--- src/lsc_pkg.sv ---
package lsc_pkg;

  // Command codes of the register bank
  localparam logic [7:0]  CMD_IOUT_LEVEL = 8'h49;
  localparam logic [7:0]  CMD_GAIN_LIMIT = 8'h4b;
  localparam logic [7:0]  CMD_DAC_INIT   = 8'h4c;
  localparam logic [7:0]  CMD_MAKER_ID   = 8'h50;
  localparam logic [7:0]  CMD_PART_ID    = 8'h51;
  localparam logic [7:0]  CMD_APP_ID     = 8'h52;
  localparam logic [7:0]  CMD_APP_VER    = 8'h53;
  localparam logic [7:0]  CMD_SS_BOUNDS  = 8'h5a;

  // Field positions
  localparam int          EXIT_MSB   = 15;
  localparam int          EXIT_LSB   = 8;
  localparam int          ENTER_MSB  = 7;
  localparam int          ENTER_LSB  = 0;
  localparam int          FACTOR_MSB = 15;
  localparam int          FACTOR_LSB = 8;
  localparam int          LIMIT_MSB  = 7;
  localparam int          LIMIT_LSB  = 0;
  localparam int          START_MSB  = 4;
  localparam int          START_LSB  = 0;
  localparam int          VLVL_MSB   = 15;
  localparam int          VLVL_LSB   = 10;
  localparam int          UPPER_MSB  = 9;
  localparam int          UPPER_LSB  = 4;
  localparam int          LOWER_MSB  = 3;
  localparam int          LOWER_LSB  = 0;

  // Reset values
  localparam logic [15:0] RST_IOUT_LEVEL = 16'h0000;
  localparam logic [15:0] RST_GAIN_LIMIT = 16'h0000;
  localparam logic [7:0]  RST_DAC_INIT   = 8'h00;
  localparam logic [15:0] RST_APP_ID     = 16'h0000;
  localparam logic [15:0] RST_APP_VER    = 16'h0000;
  localparam logic [15:0] RST_SS_BOUNDS  = 16'h0000;

  // Loop arithmetic
  localparam int          START_SHIFT = 3;
  localparam int          LOOP_FRAC   = 8;
  localparam int          ACC_W       = 24;

  // Serial framing
  localparam logic [3:0]  BITS_PER_BYTE = 4'h8;
  localparam logic [3:0]  LAST_TX_BIT   = 4'h7;
  localparam logic [1:0]  LEN_BYTE      = 2'h1;
  localparam logic [1:0]  LEN_WORD      = 2'h2;
  localparam logic [7:0]  READ_FILL     = 8'hff;

  typedef enum logic [8:0] {
    ST_IDLE     = 9'h001,
    ST_ADDR     = 9'h002,
    ST_ADDR_ACK = 9'h004,
    ST_CMD      = 9'h008,
    ST_CMD_ACK  = 9'h010,
    ST_WDATA    = 9'h020,
    ST_WACK     = 9'h040,
    ST_RDATA    = 9'h080,
    ST_RACK     = 9'h100
  } lsc_state_t;

endpackage : lsc_pkg

--- src/lsc_sync.sv ---
`timescale 1ns/1ps
module lsc_sync #(
  parameter logic INIT = 1'b0
) (
  input  wire logic clk,
  input  wire logic rst_n,
  input  wire logic d,
  output logic      q
);
  logic [1:0] sync_reg;

  always_ff @(posedge clk or negedge rst_n)
  begin
    if (!rst_n)
      sync_reg <= {2{INIT}};
    else
      sync_reg <= {sync_reg[0], d};
  end

  assign q = sync_reg[1];
endmodule : lsc_sync

--- src/lsc_top.sv ---
`timescale 1ns/1ps
module lsc_top
  import lsc_pkg::*;
#(
  parameter logic [6:0]  BUS_ADDR   = 7'h20,
  parameter logic [15:0] MAKER_CODE = 16'h1234, // Arbitrary value
  parameter logic [15:0] PART_CODE  = 16'h5678, // Arbitrary value
  parameter int          QUAL_W     = 6,
  parameter int          DLY_W      = 4
) (
  input  wire logic              sys_clk,
  input  wire logic              rst_n,
  input  wire logic              scl_i,
  input  wire logic              sda_i,
  output logic                   sda_o,
  output logic                   sda_oe,
  input  wire logic [15:0]       measured_iout,
  input  wire logic              iout_sample_tick,
  input  wire logic [QUAL_W-1:0] skip_qual_rounds,
  input  wire logic              bypass_allow,
  output logic                   skip_enable,
  input  wire logic              loop_start,
  input  wire logic              loop_enable,
  input  wire logic              loop_tick,
  input  wire logic signed [7:0] loop_error,
  output logic [7:0]             output_comp_dac_value,
  input  wire logic              softstart_active,
  input  wire logic [7:0]        measured_vout,
  input  wire logic [5:0]        ton_measured,
  input  wire logic              low_stage_disable_bit,
  input  wire logic [DLY_W-1:0]  mid_stage_sr_delay,
  input  wire logic [DLY_W-1:0]  short_stage_sr_delay,
  output logic                   short_ton_stage,
  output logic                   mid_ton_stage,
  output logic [DLY_W:0]         rectifier_delay_code
);
  typedef struct packed {
    lsc_state_t              st;
    logic                    scl_d;
    logic                    sda_d;
    logic [3:0]              bit_cnt;
    logic [7:0]              shift;
    logic                    is_read;
    logic                    master_nack;
    logic [7:0]              cmd;
    logic [1:0]              wr_cnt;
    logic [15:0]             wr_buf;
    logic [1:0]              rd_idx;
    logic                    sda_oe;
    logic [15:0]             iout_level;
    logic [15:0]             gain_limit;
    logic [7:0]              dac_init;
    logic [15:0]             maker_id;
    logic [15:0]             part_id;
    logic [15:0]             app_id;
    logic [15:0]             app_ver;
    logic [15:0]             ss_bounds;
    logic [QUAL_W-1:0]       qual_cnt;
    logic                    skip_en;
    logic signed [ACC_W-1:0] acc;
    logic [7:0]              dac;
    logic                    short_stage;
    logic                    mid_stage;
    logic [DLY_W:0]          dly_code;
  } lsc_regs_t;
  lsc_regs_t state_reg;
  lsc_regs_t state_next;
  logic rst_sync_n;
  logic scl_s;
  logic sda_s;
  lsc_sync #(.INIT(1'b0)) u_rst_sync (
    .clk(sys_clk), .rst_n(rst_n), .d(1'b1), .q(rst_sync_n));
  lsc_sync #(.INIT(1'b1)) u_scl_sync (
    .clk(sys_clk), .rst_n(rst_n), .d(scl_i), .q(scl_s));
  lsc_sync #(.INIT(1'b1)) u_sda_sync (
    .clk(sys_clk), .rst_n(rst_n), .d(sda_i), .q(sda_s));
  // Transfer length of each command, zero when unmapped
  function automatic logic [1:0] cmd_len(input logic [7:0] c);
    unique case (c)
      CMD_DAC_INIT:   cmd_len = LEN_BYTE;
      CMD_IOUT_LEVEL, CMD_GAIN_LIMIT, CMD_MAKER_ID, CMD_PART_ID,
      CMD_APP_ID, CMD_APP_VER, CMD_SS_BOUNDS: cmd_len = LEN_WORD;
      default:        cmd_len = 2'h0;
    endcase
  endfunction : cmd_len
  function automatic logic [15:0] rd_word(input lsc_regs_t s);
    unique case (s.cmd)
      CMD_IOUT_LEVEL: rd_word = s.iout_level;
      CMD_GAIN_LIMIT: rd_word = s.gain_limit;
      CMD_DAC_INIT:   rd_word = {READ_FILL, s.dac_init};
      CMD_MAKER_ID:   rd_word = s.maker_id;
      CMD_PART_ID:    rd_word = s.part_id;
      CMD_APP_ID:     rd_word = s.app_id;
      CMD_APP_VER:    rd_word = s.app_ver;
      CMD_SS_BOUNDS:  rd_word = s.ss_bounds;
      default:        rd_word = {READ_FILL, READ_FILL};
    endcase
  endfunction : rd_word
  logic                    scl_rise;
  logic                    scl_fall;
  logic                    bus_start;
  logic                    bus_stop;
  logic [15:0]             rd_data;
  logic [7:0]              rd_byte;
  logic [14:0]             iout_half;
  logic [7:0]              vout_half;
  logic signed [16:0]      loop_term;
  logic signed [ACC_W-1:0] acc_upd;
  logic signed [ACC_W-1:0] start_x8;
  logic signed [ACC_W-1:0] dac_raw;
  logic signed [ACC_W-1:0] dac_lim;
  logic signed [ACC_W-1:0] start_lim;
  logic                    stages_ok;
  assign scl_rise  = scl_s & ~state_reg.scl_d;
  assign scl_fall  = ~scl_s & state_reg.scl_d;
  assign bus_start = scl_s & state_reg.scl_d & ~sda_s & state_reg.sda_d;
  assign bus_stop  = scl_s & state_reg.scl_d & sda_s & ~state_reg.sda_d;
  assign rd_data   = rd_word(state_reg);
  assign rd_byte   = (state_reg.rd_idx == 2'h0) ? rd_data[7:0] :
                     (state_reg.rd_idx == 2'h1 && cmd_len(state_reg.cmd) == LEN_WORD) ?
                     rd_data[15:8] : READ_FILL;
  assign iout_half = measured_iout[15:1];
  assign vout_half = {1'b0, measured_vout[7:1]};
  assign loop_term = $signed({1'b0, state_reg.gain_limit[FACTOR_MSB:FACTOR_LSB]})
                     * loop_error;
  assign acc_upd   = state_reg.acc + ACC_W'(loop_term);
  assign start_x8  = ACC_W'({state_reg.dac_init[START_MSB:START_LSB], 3'b000});
  assign dac_raw   = start_x8 - (acc_upd >>> LOOP_FRAC);
  assign dac_lim   = ACC_W'({1'b0, state_reg.gain_limit[LIMIT_MSB:LIMIT_LSB]});
  assign start_lim = (start_x8 > dac_lim) ? dac_lim : start_x8;
  assign stages_ok = ~(low_stage_disable_bit &&
                       vout_half > {2'b00, state_reg.ss_bounds[VLVL_MSB:VLVL_LSB]});
  always_comb
  begin
    state_next       = state_reg;
    state_next.scl_d = scl_s;
    state_next.sda_d = sda_s;
    if (bus_start)
    begin
      state_next.st      = ST_ADDR;
      state_next.bit_cnt = 4'h0;
      state_next.sda_oe  = 1'b0;
    end
    else if (bus_stop)
    begin
      if (state_reg.st == ST_WDATA && state_reg.wr_cnt == cmd_len(state_reg.cmd))
      begin
        unique case (state_reg.cmd)
          CMD_IOUT_LEVEL: state_next.iout_level = state_reg.wr_buf;
          CMD_GAIN_LIMIT: state_next.gain_limit = state_reg.wr_buf;
          CMD_DAC_INIT:   state_next.dac_init   = state_reg.wr_buf[7:0];
          CMD_MAKER_ID:   state_next.maker_id   = state_reg.wr_buf;
          CMD_PART_ID:    state_next.part_id    = state_reg.wr_buf;
          CMD_APP_ID:     state_next.app_id     = state_reg.wr_buf;
          CMD_APP_VER:    state_next.app_ver    = state_reg.wr_buf;
          CMD_SS_BOUNDS:  state_next.ss_bounds  = state_reg.wr_buf;
          default:        state_next.cmd        = state_reg.cmd;
        endcase
      end
      state_next.st     = ST_IDLE;
      state_next.sda_oe = 1'b0;
    end
    else
    begin
      unique case (state_reg.st)
        ST_IDLE: state_next.sda_oe = 1'b0;
        ST_ADDR, ST_CMD, ST_WDATA:
        begin
          if (scl_rise)
          begin
            state_next.shift   = {state_reg.shift[6:0], sda_s};
            state_next.bit_cnt = state_reg.bit_cnt + 4'h1;
          end
          else if (scl_fall && state_reg.bit_cnt == BITS_PER_BYTE)
          begin
            state_next.bit_cnt = 4'h0;
            state_next.st      = ST_IDLE;
            if (state_reg.st == ST_ADDR && state_reg.shift[7:1] == BUS_ADDR)
            begin
              state_next.is_read = state_reg.shift[0];
              state_next.rd_idx  = 2'h0;
              state_next.sda_oe  = 1'b1;
              state_next.st      = ST_ADDR_ACK;
            end
            else if (state_reg.st == ST_CMD && cmd_len(state_reg.shift) != 2'h0)
            begin
              state_next.cmd    = state_reg.shift;
              state_next.wr_cnt = 2'h0;
              state_next.sda_oe = 1'b1;
              state_next.st     = ST_CMD_ACK;
            end
            else if (state_reg.st == ST_WDATA && state_reg.wr_cnt < cmd_len(state_reg.cmd))
            begin
              if (state_reg.wr_cnt == 2'h0)
                state_next.wr_buf[7:0] = state_reg.shift;
              else
                state_next.wr_buf[15:8] = state_reg.shift;
              state_next.wr_cnt = state_reg.wr_cnt + 2'h1;
              state_next.sda_oe = 1'b1;
              state_next.st     = ST_WACK;
            end
          end
        end
        ST_ADDR_ACK:
        begin
          if (scl_fall)
          begin
            state_next.bit_cnt = 4'h0;
            if (state_reg.is_read)
            begin
              state_next.shift  = rd_byte;
              state_next.sda_oe = ~rd_byte[7];
              state_next.st     = ST_RDATA;
            end
            else
            begin
              state_next.sda_oe = 1'b0;
              state_next.st     = ST_CMD;
            end
          end
        end
        ST_CMD_ACK, ST_WACK:
        begin
          if (scl_fall)
          begin
            state_next.sda_oe = 1'b0;
            state_next.st     = ST_WDATA;
          end
        end
        ST_RDATA:
        begin
          if (scl_fall)
          begin
            state_next.shift   = {state_reg.shift[6:0], 1'b0};
            state_next.bit_cnt = state_reg.bit_cnt + 4'h1;
            state_next.sda_oe  = ~state_reg.shift[6];
            if (state_reg.bit_cnt == LAST_TX_BIT)
            begin
              state_next.sda_oe = 1'b0;
              state_next.rd_idx = state_reg.rd_idx + 2'h1;
              state_next.st     = ST_RACK;
            end
          end
        end
        ST_RACK:
        begin
          if (scl_rise)
            state_next.master_nack = sda_s;
          else if (scl_fall)
          begin
            state_next.bit_cnt = 4'h0;
            if (state_reg.master_nack)
              state_next.st = ST_IDLE;
            else
            begin
              state_next.shift  = rd_byte;
              state_next.sda_oe = ~rd_byte[7];
              state_next.st     = ST_RDATA;
            end
          end
        end
        default:
        begin
          state_next.st     = ST_IDLE;
          state_next.sda_oe = 1'b0;
        end
      endcase
    end
    // Light-load bypass control
    if (!bypass_allow ||
        iout_half > {7'h00, state_reg.iout_level[EXIT_MSB:EXIT_LSB]})
    begin
      state_next.skip_en  = 1'b0;
      state_next.qual_cnt = '0;
    end
    else if (iout_half <= {7'h00, state_reg.iout_level[ENTER_MSB:ENTER_LSB]})
    begin
      if (iout_sample_tick && state_reg.qual_cnt < skip_qual_rounds)
        state_next.qual_cnt = state_reg.qual_cnt + QUAL_W'(1);
      if (state_reg.qual_cnt >= skip_qual_rounds)
        state_next.skip_en = 1'b1;
    end
    else
      state_next.qual_cnt = '0;
    // Output compensation trim loop
    if (loop_start)
    begin
      state_next.acc = '0;
      state_next.dac = start_lim[7:0];
    end
    else if (loop_enable && loop_tick)
    begin
      state_next.acc = acc_upd;
      if (dac_raw < 0)
        state_next.dac = 8'h00;
      else if (dac_raw > dac_lim)
        state_next.dac = dac_lim[7:0];
      else
        state_next.dac = dac_raw[7:0];
    end
    else
      state_next.dac = state_reg.dac;
    // Soft-start rectifier turn-off staging
    state_next.short_stage = 1'b0;
    state_next.mid_stage   = 1'b0;
    state_next.dly_code    = '0;
    if (softstart_active && stages_ok)
    begin
      if (ton_measured < {2'b00, state_reg.ss_bounds[LOWER_MSB:LOWER_LSB]})
      begin
        state_next.short_stage = 1'b1;
        state_next.dly_code    = {1'b0, short_stage_sr_delay} + (DLY_W+1)'(1);
      end
      else if (ton_measured < state_reg.ss_bounds[UPPER_MSB:UPPER_LSB])
      begin
        state_next.mid_stage = 1'b1;
        state_next.dly_code  = {1'b0, mid_stage_sr_delay} + (DLY_W+1)'(1);
      end
    end
  end
  always_ff @(posedge sys_clk or negedge rst_sync_n)
  begin
    if (!rst_sync_n)
    begin
      state_reg             <= '0;
      state_reg.st          <= ST_IDLE;
      state_reg.scl_d       <= 1'b1;
      state_reg.sda_d       <= 1'b1;
      state_reg.iout_level  <= RST_IOUT_LEVEL;
      state_reg.gain_limit  <= RST_GAIN_LIMIT;
      state_reg.dac_init    <= RST_DAC_INIT;
      state_reg.maker_id    <= MAKER_CODE;
      state_reg.part_id     <= PART_CODE;
      state_reg.app_id      <= RST_APP_ID;
      state_reg.app_ver     <= RST_APP_VER;
      state_reg.ss_bounds   <= RST_SS_BOUNDS;
    end
    else
      state_reg <= state_next;
  end
  assign sda_o                 = 1'b0;
  assign sda_oe                = state_reg.sda_oe;
  assign skip_enable           = state_reg.skip_en;
  assign output_comp_dac_value = state_reg.dac;
  assign short_ton_stage       = state_reg.short_stage;
  assign mid_ton_stage         = state_reg.mid_stage;
  assign rectifier_delay_code  = state_reg.dly_code;
endmodule : lsc_top

--- config.mk ---
export PLATFORM = sky130hd
export DESIGN_NAME = lsc_top
export DESIGN_NICKNAME = d
export VERILOG_FILES = /design/src/lsc_pkg.sv /design/src/lsc_sync.sv /design/src/lsc_top.sv
export SDC_FILE = /design/constraint.sdc
export NUM_CORES = 1
export LEC_CHECK = 0
export ABC_CLOCK_PERIOD_IN_PS = 7000
export BUFFER_PORTS_ARGS = -buffer_cell sky130_fd_sc_hd__clkbuf_2
export CAP_MARGIN = 15
export CORE_MARGIN = 4
export CORE_UTILIZATION = 54
export CTS_BUF_LIST = sky130_fd_sc_hd__clkbuf_8
export CTS_CLUSTER_DIAMETER = 150
export DETAILED_ROUTE_END_ITERATION = 16
export PLACE_DENSITY = 0.72
export SYNTH_ARGS = -nofsm -noshare
export SYNTH_HDL_FRONTEND = slang
export SYNTH_HIERARCHICAL = 1
export SYNTH_SLANG_ARGS = --single-unit
--- constraint.sdc ---
create_clock -name sys_clk -period 7 [get_ports sys_clk]
set_input_delay 0.7 -clock sys_clk [delete_from_list [all_inputs] [get_ports sys_clk]]
set_output_delay 0.7 -clock sys_clk [all_outputs]
set_load 0.05 [all_outputs]
* Word-level counts from Yosys, hierarchy flattened
Index checks and enable logic that the tools add are counted.
** Operators by class
- Add/subtract/negate cells :: 8
- Multipliers :: 1
- Magnitude comparators :: 11
- Equal/unequal tests :: 60
- Multiplexer cells :: 92
- Bitwise logic cells :: 20
- Reductions and logical operators :: 46
** Operator list (count)
- $eq 8x7->1 const B :: 16
- $pmux 16 s8 :: 1
- $mux 8 :: 13
- $mux 9 :: 10
- $pmux 9 s6 :: 1
- $mux 12 :: 4
- $pmux 12 s4 :: 1
- $ne 4x4->1 const B :: 10
- $reduce_and 4->1 :: 9
- $reduce_and 9->1 :: 4
- $mux 7 :: 5
- $mux 2 :: 17
- $mux 32 :: 1
- $add 24x17->24 :: 1
- $mux 24 :: 1
- $ne 2x2->1 const B :: 12
- $mux 1 :: 21
- $reduce_and 7->1 :: 3
- $mux 18 :: 1
- $mux 6 :: 3
- $gt 17x9->1 :: 1
- $lt 17x1->1 const B :: 1
- $mul 9x8->17 :: 1
- $sub 9x16->17 :: 1
- 52 further kinds :: 100
** Word-level totals
- Register bits :: 226
- Output and inout bits :: 18
- Logic and storage cells :: 269

* Logic depth before layout (Yosys ltp)
- Depth in word-level cells :: 28
- Gate-level depth with buffers :: 34
- Depth with buffers taken out :: 32

* By module
The synthesis kept the hierarchy.
** By module, submodules not included
- lsc_top :: instances 1, cells an instance 1537, area each 15457.3 um^2, seq. area each 5525.3 um^2
- lsc_sync at u_scl_sync ... :: instances 2, cells an instance 2, area each 52.6 um^2, seq. area each 52.6 um^2
- lsc_sync at u_rst_sync :: instances 1, cells an instance 2, area each 50.0 um^2, seq. area each 50.0 um^2

* Worst setup path after synthesis
OpenSTA, ideal clock, no wires.
- Kind :: in2reg
- Start point :: input loop_error[1]
- End point :: register state_reg, in the netlist output_comp_dac_value[3]
- Library setup time :: 0.120 ns
- Arrival time :: 7.556 ns
- Data required time :: 6.880 ns
- Path slack :: -0.675 ns
- Stages on the path :: 29
- Path buffers :: 2
- Cells stage by stage :: clkbuf_1 -> nand2_1 -> fa_1 -> inv_1 -> fa_1 -> fa_1 -> fa_1 -> fa_1 -> ha_1 -> nand3_1 -> nand2_1 -> o21ai_0 -> a21oi_1 -> or2_2 -> a21o_1 -> a21oi_1 -> xor2_1 -> ha_1 -> a21o_1 -> a21o_1 -> a221o_1 -> a41oi_2 -> or4_4 -> nor2_2 -> a22o_1 -> o2111a_1 -> buf_2 -> or3_1 -> a31o_1
** Between the ends
- Cells in the longest elaborated chain, start to end :: 8
- Elaborated cells between the ends (all ways) :: 9
- Those cells by class :: add/sub (2); mul (1); order compare (2); mux (4)
** Ends and longest elaborated chain
- start, declared :: RTL line lsc_top.sv:25 : input wire logic signed [7:0] loop_error,
- $mul 9x8->17 * :: RTL line lsc_top.sv:125 : * loop_error;
- $add 24x17->24 * :: RTL line lsc_top.sv:126 : assign acc_upd = state_reg.acc + ACC_W'(loop_term);
- $sub 9x16->17 * :: RTL line lsc_top.sv:128 : assign dac_raw = start_x8 - (acc_upd >>> LOOP_FRAC);
- $gt 17x9->1 :: RTL line lsc_top.sv:296 : else if (dac_raw > dac_lim)
- $mux 8 :: RTL line lsc_top.sv:296
- $mux 8 * :: RTL line lsc_top.sv:294 : if (dac_raw < 0)
- $mux 8 * :: RTL line lsc_top.sv:291 : else if (loop_enable && loop_tick)
- $mux 32 * :: RTL line lsc_top.sv:286 : if (loop_start)
- end signal, assigned :: RTL line lsc_top.sv:339 : state_reg <= state_next;
- end, declared :: RTL line lsc_top.sv:66 : lsc_regs_t state_reg;
Every way passes the cells marked *; elsewhere a longest branch is shown, timed or not. The select of a mux whose other input is x is not followed.
A chain may end at the register's enable or synchronous reset.

* Worst setup path after layout
- Start point :: register state_reg[143] (netlist bit)
- End point :: register state_reg, in the netlist output_comp_dac_value[0]
** Between the ends
- Cells in the longest elaborated chain, start to end :: 8
- Elaborated cells between the ends (all ways) :: 9
- Those cells by class :: add/sub (2); mul (1); order compare (2); mux (4)
** Ends and longest elaborated chain (RTL line)
- $mul 9x8->17 * :: lsc_top.sv:125
- $add 24x17->24 * :: lsc_top.sv:126
- $sub 9x16->17 * :: lsc_top.sv:128
- $gt 17x9->1 :: lsc_top.sv:296
- $mux 8 :: lsc_top.sv:296
- $mux 8 * :: lsc_top.sv:294
- $mux 8 * :: lsc_top.sv:291
- $mux 32 * :: lsc_top.sv:286
Marks and branches as above.

==> reports/results.ini <==
[status]
outcome = finished with violations
failed_checks = setup timing

[yosys]
yosys-top-cells-count = dfrtp_1, mux2_2, ha_1
synth.most_common_cell = dfrtp_1
synth_top_area_cell = dfrtp_1
synthesis.area_um2 = 15610
yosysTopAreaCellShare_pct = 33.02
synth_seq_cells = 226
synth.avg_cell_area_um2 = 10.12
syn-num-nets = 1798
synthesis.instances = 1543
synth_compound_area_share_pct = 12.77
synthMuxAreaShare_pct = 12.61
synth_warnings = 6
synthAdderAreaFrac_pct = 17.84
ys_types = 78
synth_top_family_by_area = adder cells
synthTopCellsByArea = dfrtp_1, ha_1, mux2_2
yosys.area_share.simple_pct = 13.24
synth_top_flop_cell = dfrtp_1
synth_edf_count = 0
async_flop_share_pct = 100.0
seq_area_frac_synth_pct = 36.38
synth_xor_area_share_pct = 1.795

[global_routing]
grt_usage_pct = 25.08
grt_start_max_net_pins = 192
antenna_found_initial = 0
grt_pass1_wl_um = 64040
grt.overflow.total = 0
grt_pass1_vias = 12850

[power]
power_frac_seq_pct = 40.1
pwr-share-comb_pct = 22.3
power.density_nw_per_um2 = 193.9
ir_drop_uv = 273.6
swShare_pct = 30.26
switchingPower_mw = 1.068
clkPwrFrac_pct = 37.6
internal_power_mw = 2.462
leakagePower_nw = 9.124

[die]
die_w_um = 178.0
die-area_um2 = 31700
coreArea_um2 = 28160
fp.dieH_um = 178.0
row_count = 61
start_util_pct = 55.44
ios = 81

[route]
viasPerCell = 5.797
num_vias = 12230
ant_nets = 0
routedWlPerCell_um = 18.56
totalWireLength_um = 39170
drc = 0
drtIter0Drc = 781
firstDrtPassIters = 5

[sta]
post-route-period-util_pct = 101.9
finalWorstSetupSlack_ps = -132.2
maxSlewViolCount = 0
period_minus_slack_ps = 7132
rsz0062_at_grt = true
finalSetupViolations = 8
max_slew.worst_pin.slew_ps = 1102
relSlewSlack_pct = 26.54
finalSetupTns_ps = -789.8
whs_ps = 221.0
skew_ps = 38.89
fmaxAchievable_mhz = 140.2
hold_viol_final = 0

[placed_design]
gp_congestion = 0.8898
dpl-instance-area_um2 = 16960
portBuffers = 77
preCtsSetupSlack_ps = -677.6
dp_hpwl_um = 28930

[clocking]
clkTransAtPathRegs_ps = 60
cts.sinks = 226
clk_latency_ps = 570
numCtsBuffers = 40
ctsHtreeMaxLevel = 2
root_buffer = clkbuf_8
cts_max_path_buffers = 3
cts_tree = yes

[final_layout]
postLayoutCellArea_um2 = 18210
areaGrowthSynthToFinish_pct = 16.62
antenna_cells = 0
nets = 1957
largest_reg_flops = 190
final_util_pct = 64.65
drive_gt1_share_pct = 28.41

[min_path]
holdCritPathClass = in2reg
holdPathStages = 1

[setup_path]
rr_worst_depth = 30
required_ps = 7410
crit_type = reg2reg
crit_top_cell = fa_1
crit_path_top_delay_cell = fa_1
cp.arrival_ps = 7540
slowest_delay_ps = 560
cp-start-kind = flop
endpoint_kind = flop
cp_max_fo = 6

[flow_run]
maxCapViolations = 0

## logic make-up after synthesis
group / count (synthesis)
compound gates: 302
flops: 226
fa+ha+maj: 192
simple gates: 412
mux: 171
buf+inv: 206
xor+xnor: 32
other cells: 2
## routing by layer
metal	GRT usage (%)	share of wire (%)
met4	11.34	4.5
met5	0	0
met2	43.94	50
met3	3.921	4.7
met1	30.52	41
## final timing paths
| check | startpoint | to | slack [ps] |
|---|---|---|---|
| worst max-delay path | state_reg[143] | output_comp_dac_value[0] | -130 |
| worst min register to register | u_rst_sync/sync_reg[1] | rectifier_delay_code[0] | 250 |
| worst min-delay path | scl_i | u_scl_sync/sync_reg[0] | 220 |
| worst max register to register | state_reg[143] | output_comp_dac_value[0] | -130 |
| min in group asynchronous | u_rst_sync/sync_reg[1] | rectifier_delay_code[0] | 250 |
| max in group asynchronous | u_rst_sync/sync_reg[1] | state_reg[36] | 5310 |
## through the flow
step	std cells	total power, mW
finish	2110	3.530
global route	2110	3.717
CTS	2104	3.550
detailed placement	2020	2.176
global placement	2020	2.153
floorplan	1543	1.914
## cell type report
cell class              count  area, um2
clock buffers              50      688.2
clock inverters            22      185.2
fillers                  2279       9956
inverters                 131      495.5
multi-input cells        1111       9384
flip-flops and latches    226       5692
well taps                 378      473.0
repair buffers            192       1290
## worst max-delay path, delay by kind of cell (launching register included)
family	cells	cell delay, ps
AND/OR/NAND/NOR	5	460
XOR/XNOR	1	230
adder cells (fa/ha/maj)	7	2980
buffers and inverters	4	460
AO/OA/AOI/OAI	12	2190
multiplexers	1	210
flip-flops	1	460
## power groups by stage
stage / Clock [mW] / Sequential [mW] / Combinational (mW)
after floorplan: 0 / 1.43 / 0.486
after global placement: 0 / 1.44 / 0.716
after detailed placement: 0 / 1.44 / 0.738
after CTS: 1.36 / 1.42 / 0.775
after global routing: 1.42 / 1.42 / 0.871
final: 1.33 / 1.42 / 0.786
## timing repair
item	in CTS	in global routing
buffers inserted	11	5
endpoints found under the hold margin	2	0
gates resized for setup	38	16
hold buffers	1	0
cloned	0	0
endpoints found under the setup margin	8	8
pin swaps	29	35
## cell usage in the layout (no fill, tap or decap), types with 15 or more instances in the layout
cell      netlist  final
o22ai_1        15     15
dfrtp_1       206    199
o21a_1         18     18
xor2_1         16     16
o21ai_0        79     77
inv_1         131    144
nand2_1       134    130
a22oi_1        15     15
nand2b_1       20     19
nand3_1        27     25
nor2b_1        16     16
clkbuf_8        0     50
and2_1         38     37
mux2_2        145    145
ha_1          141    132
a22o_1         18     18
mux2i_1        20     20
nand4_1        19     19
dfstp_2        20     20
a21oi_1        60     50
xnor2_1        16     16
buf_4          14    106
fa_1           51     46
nor2_1         77     74
clkbuf_2        1     77
(Power assumes the default switching activity.)
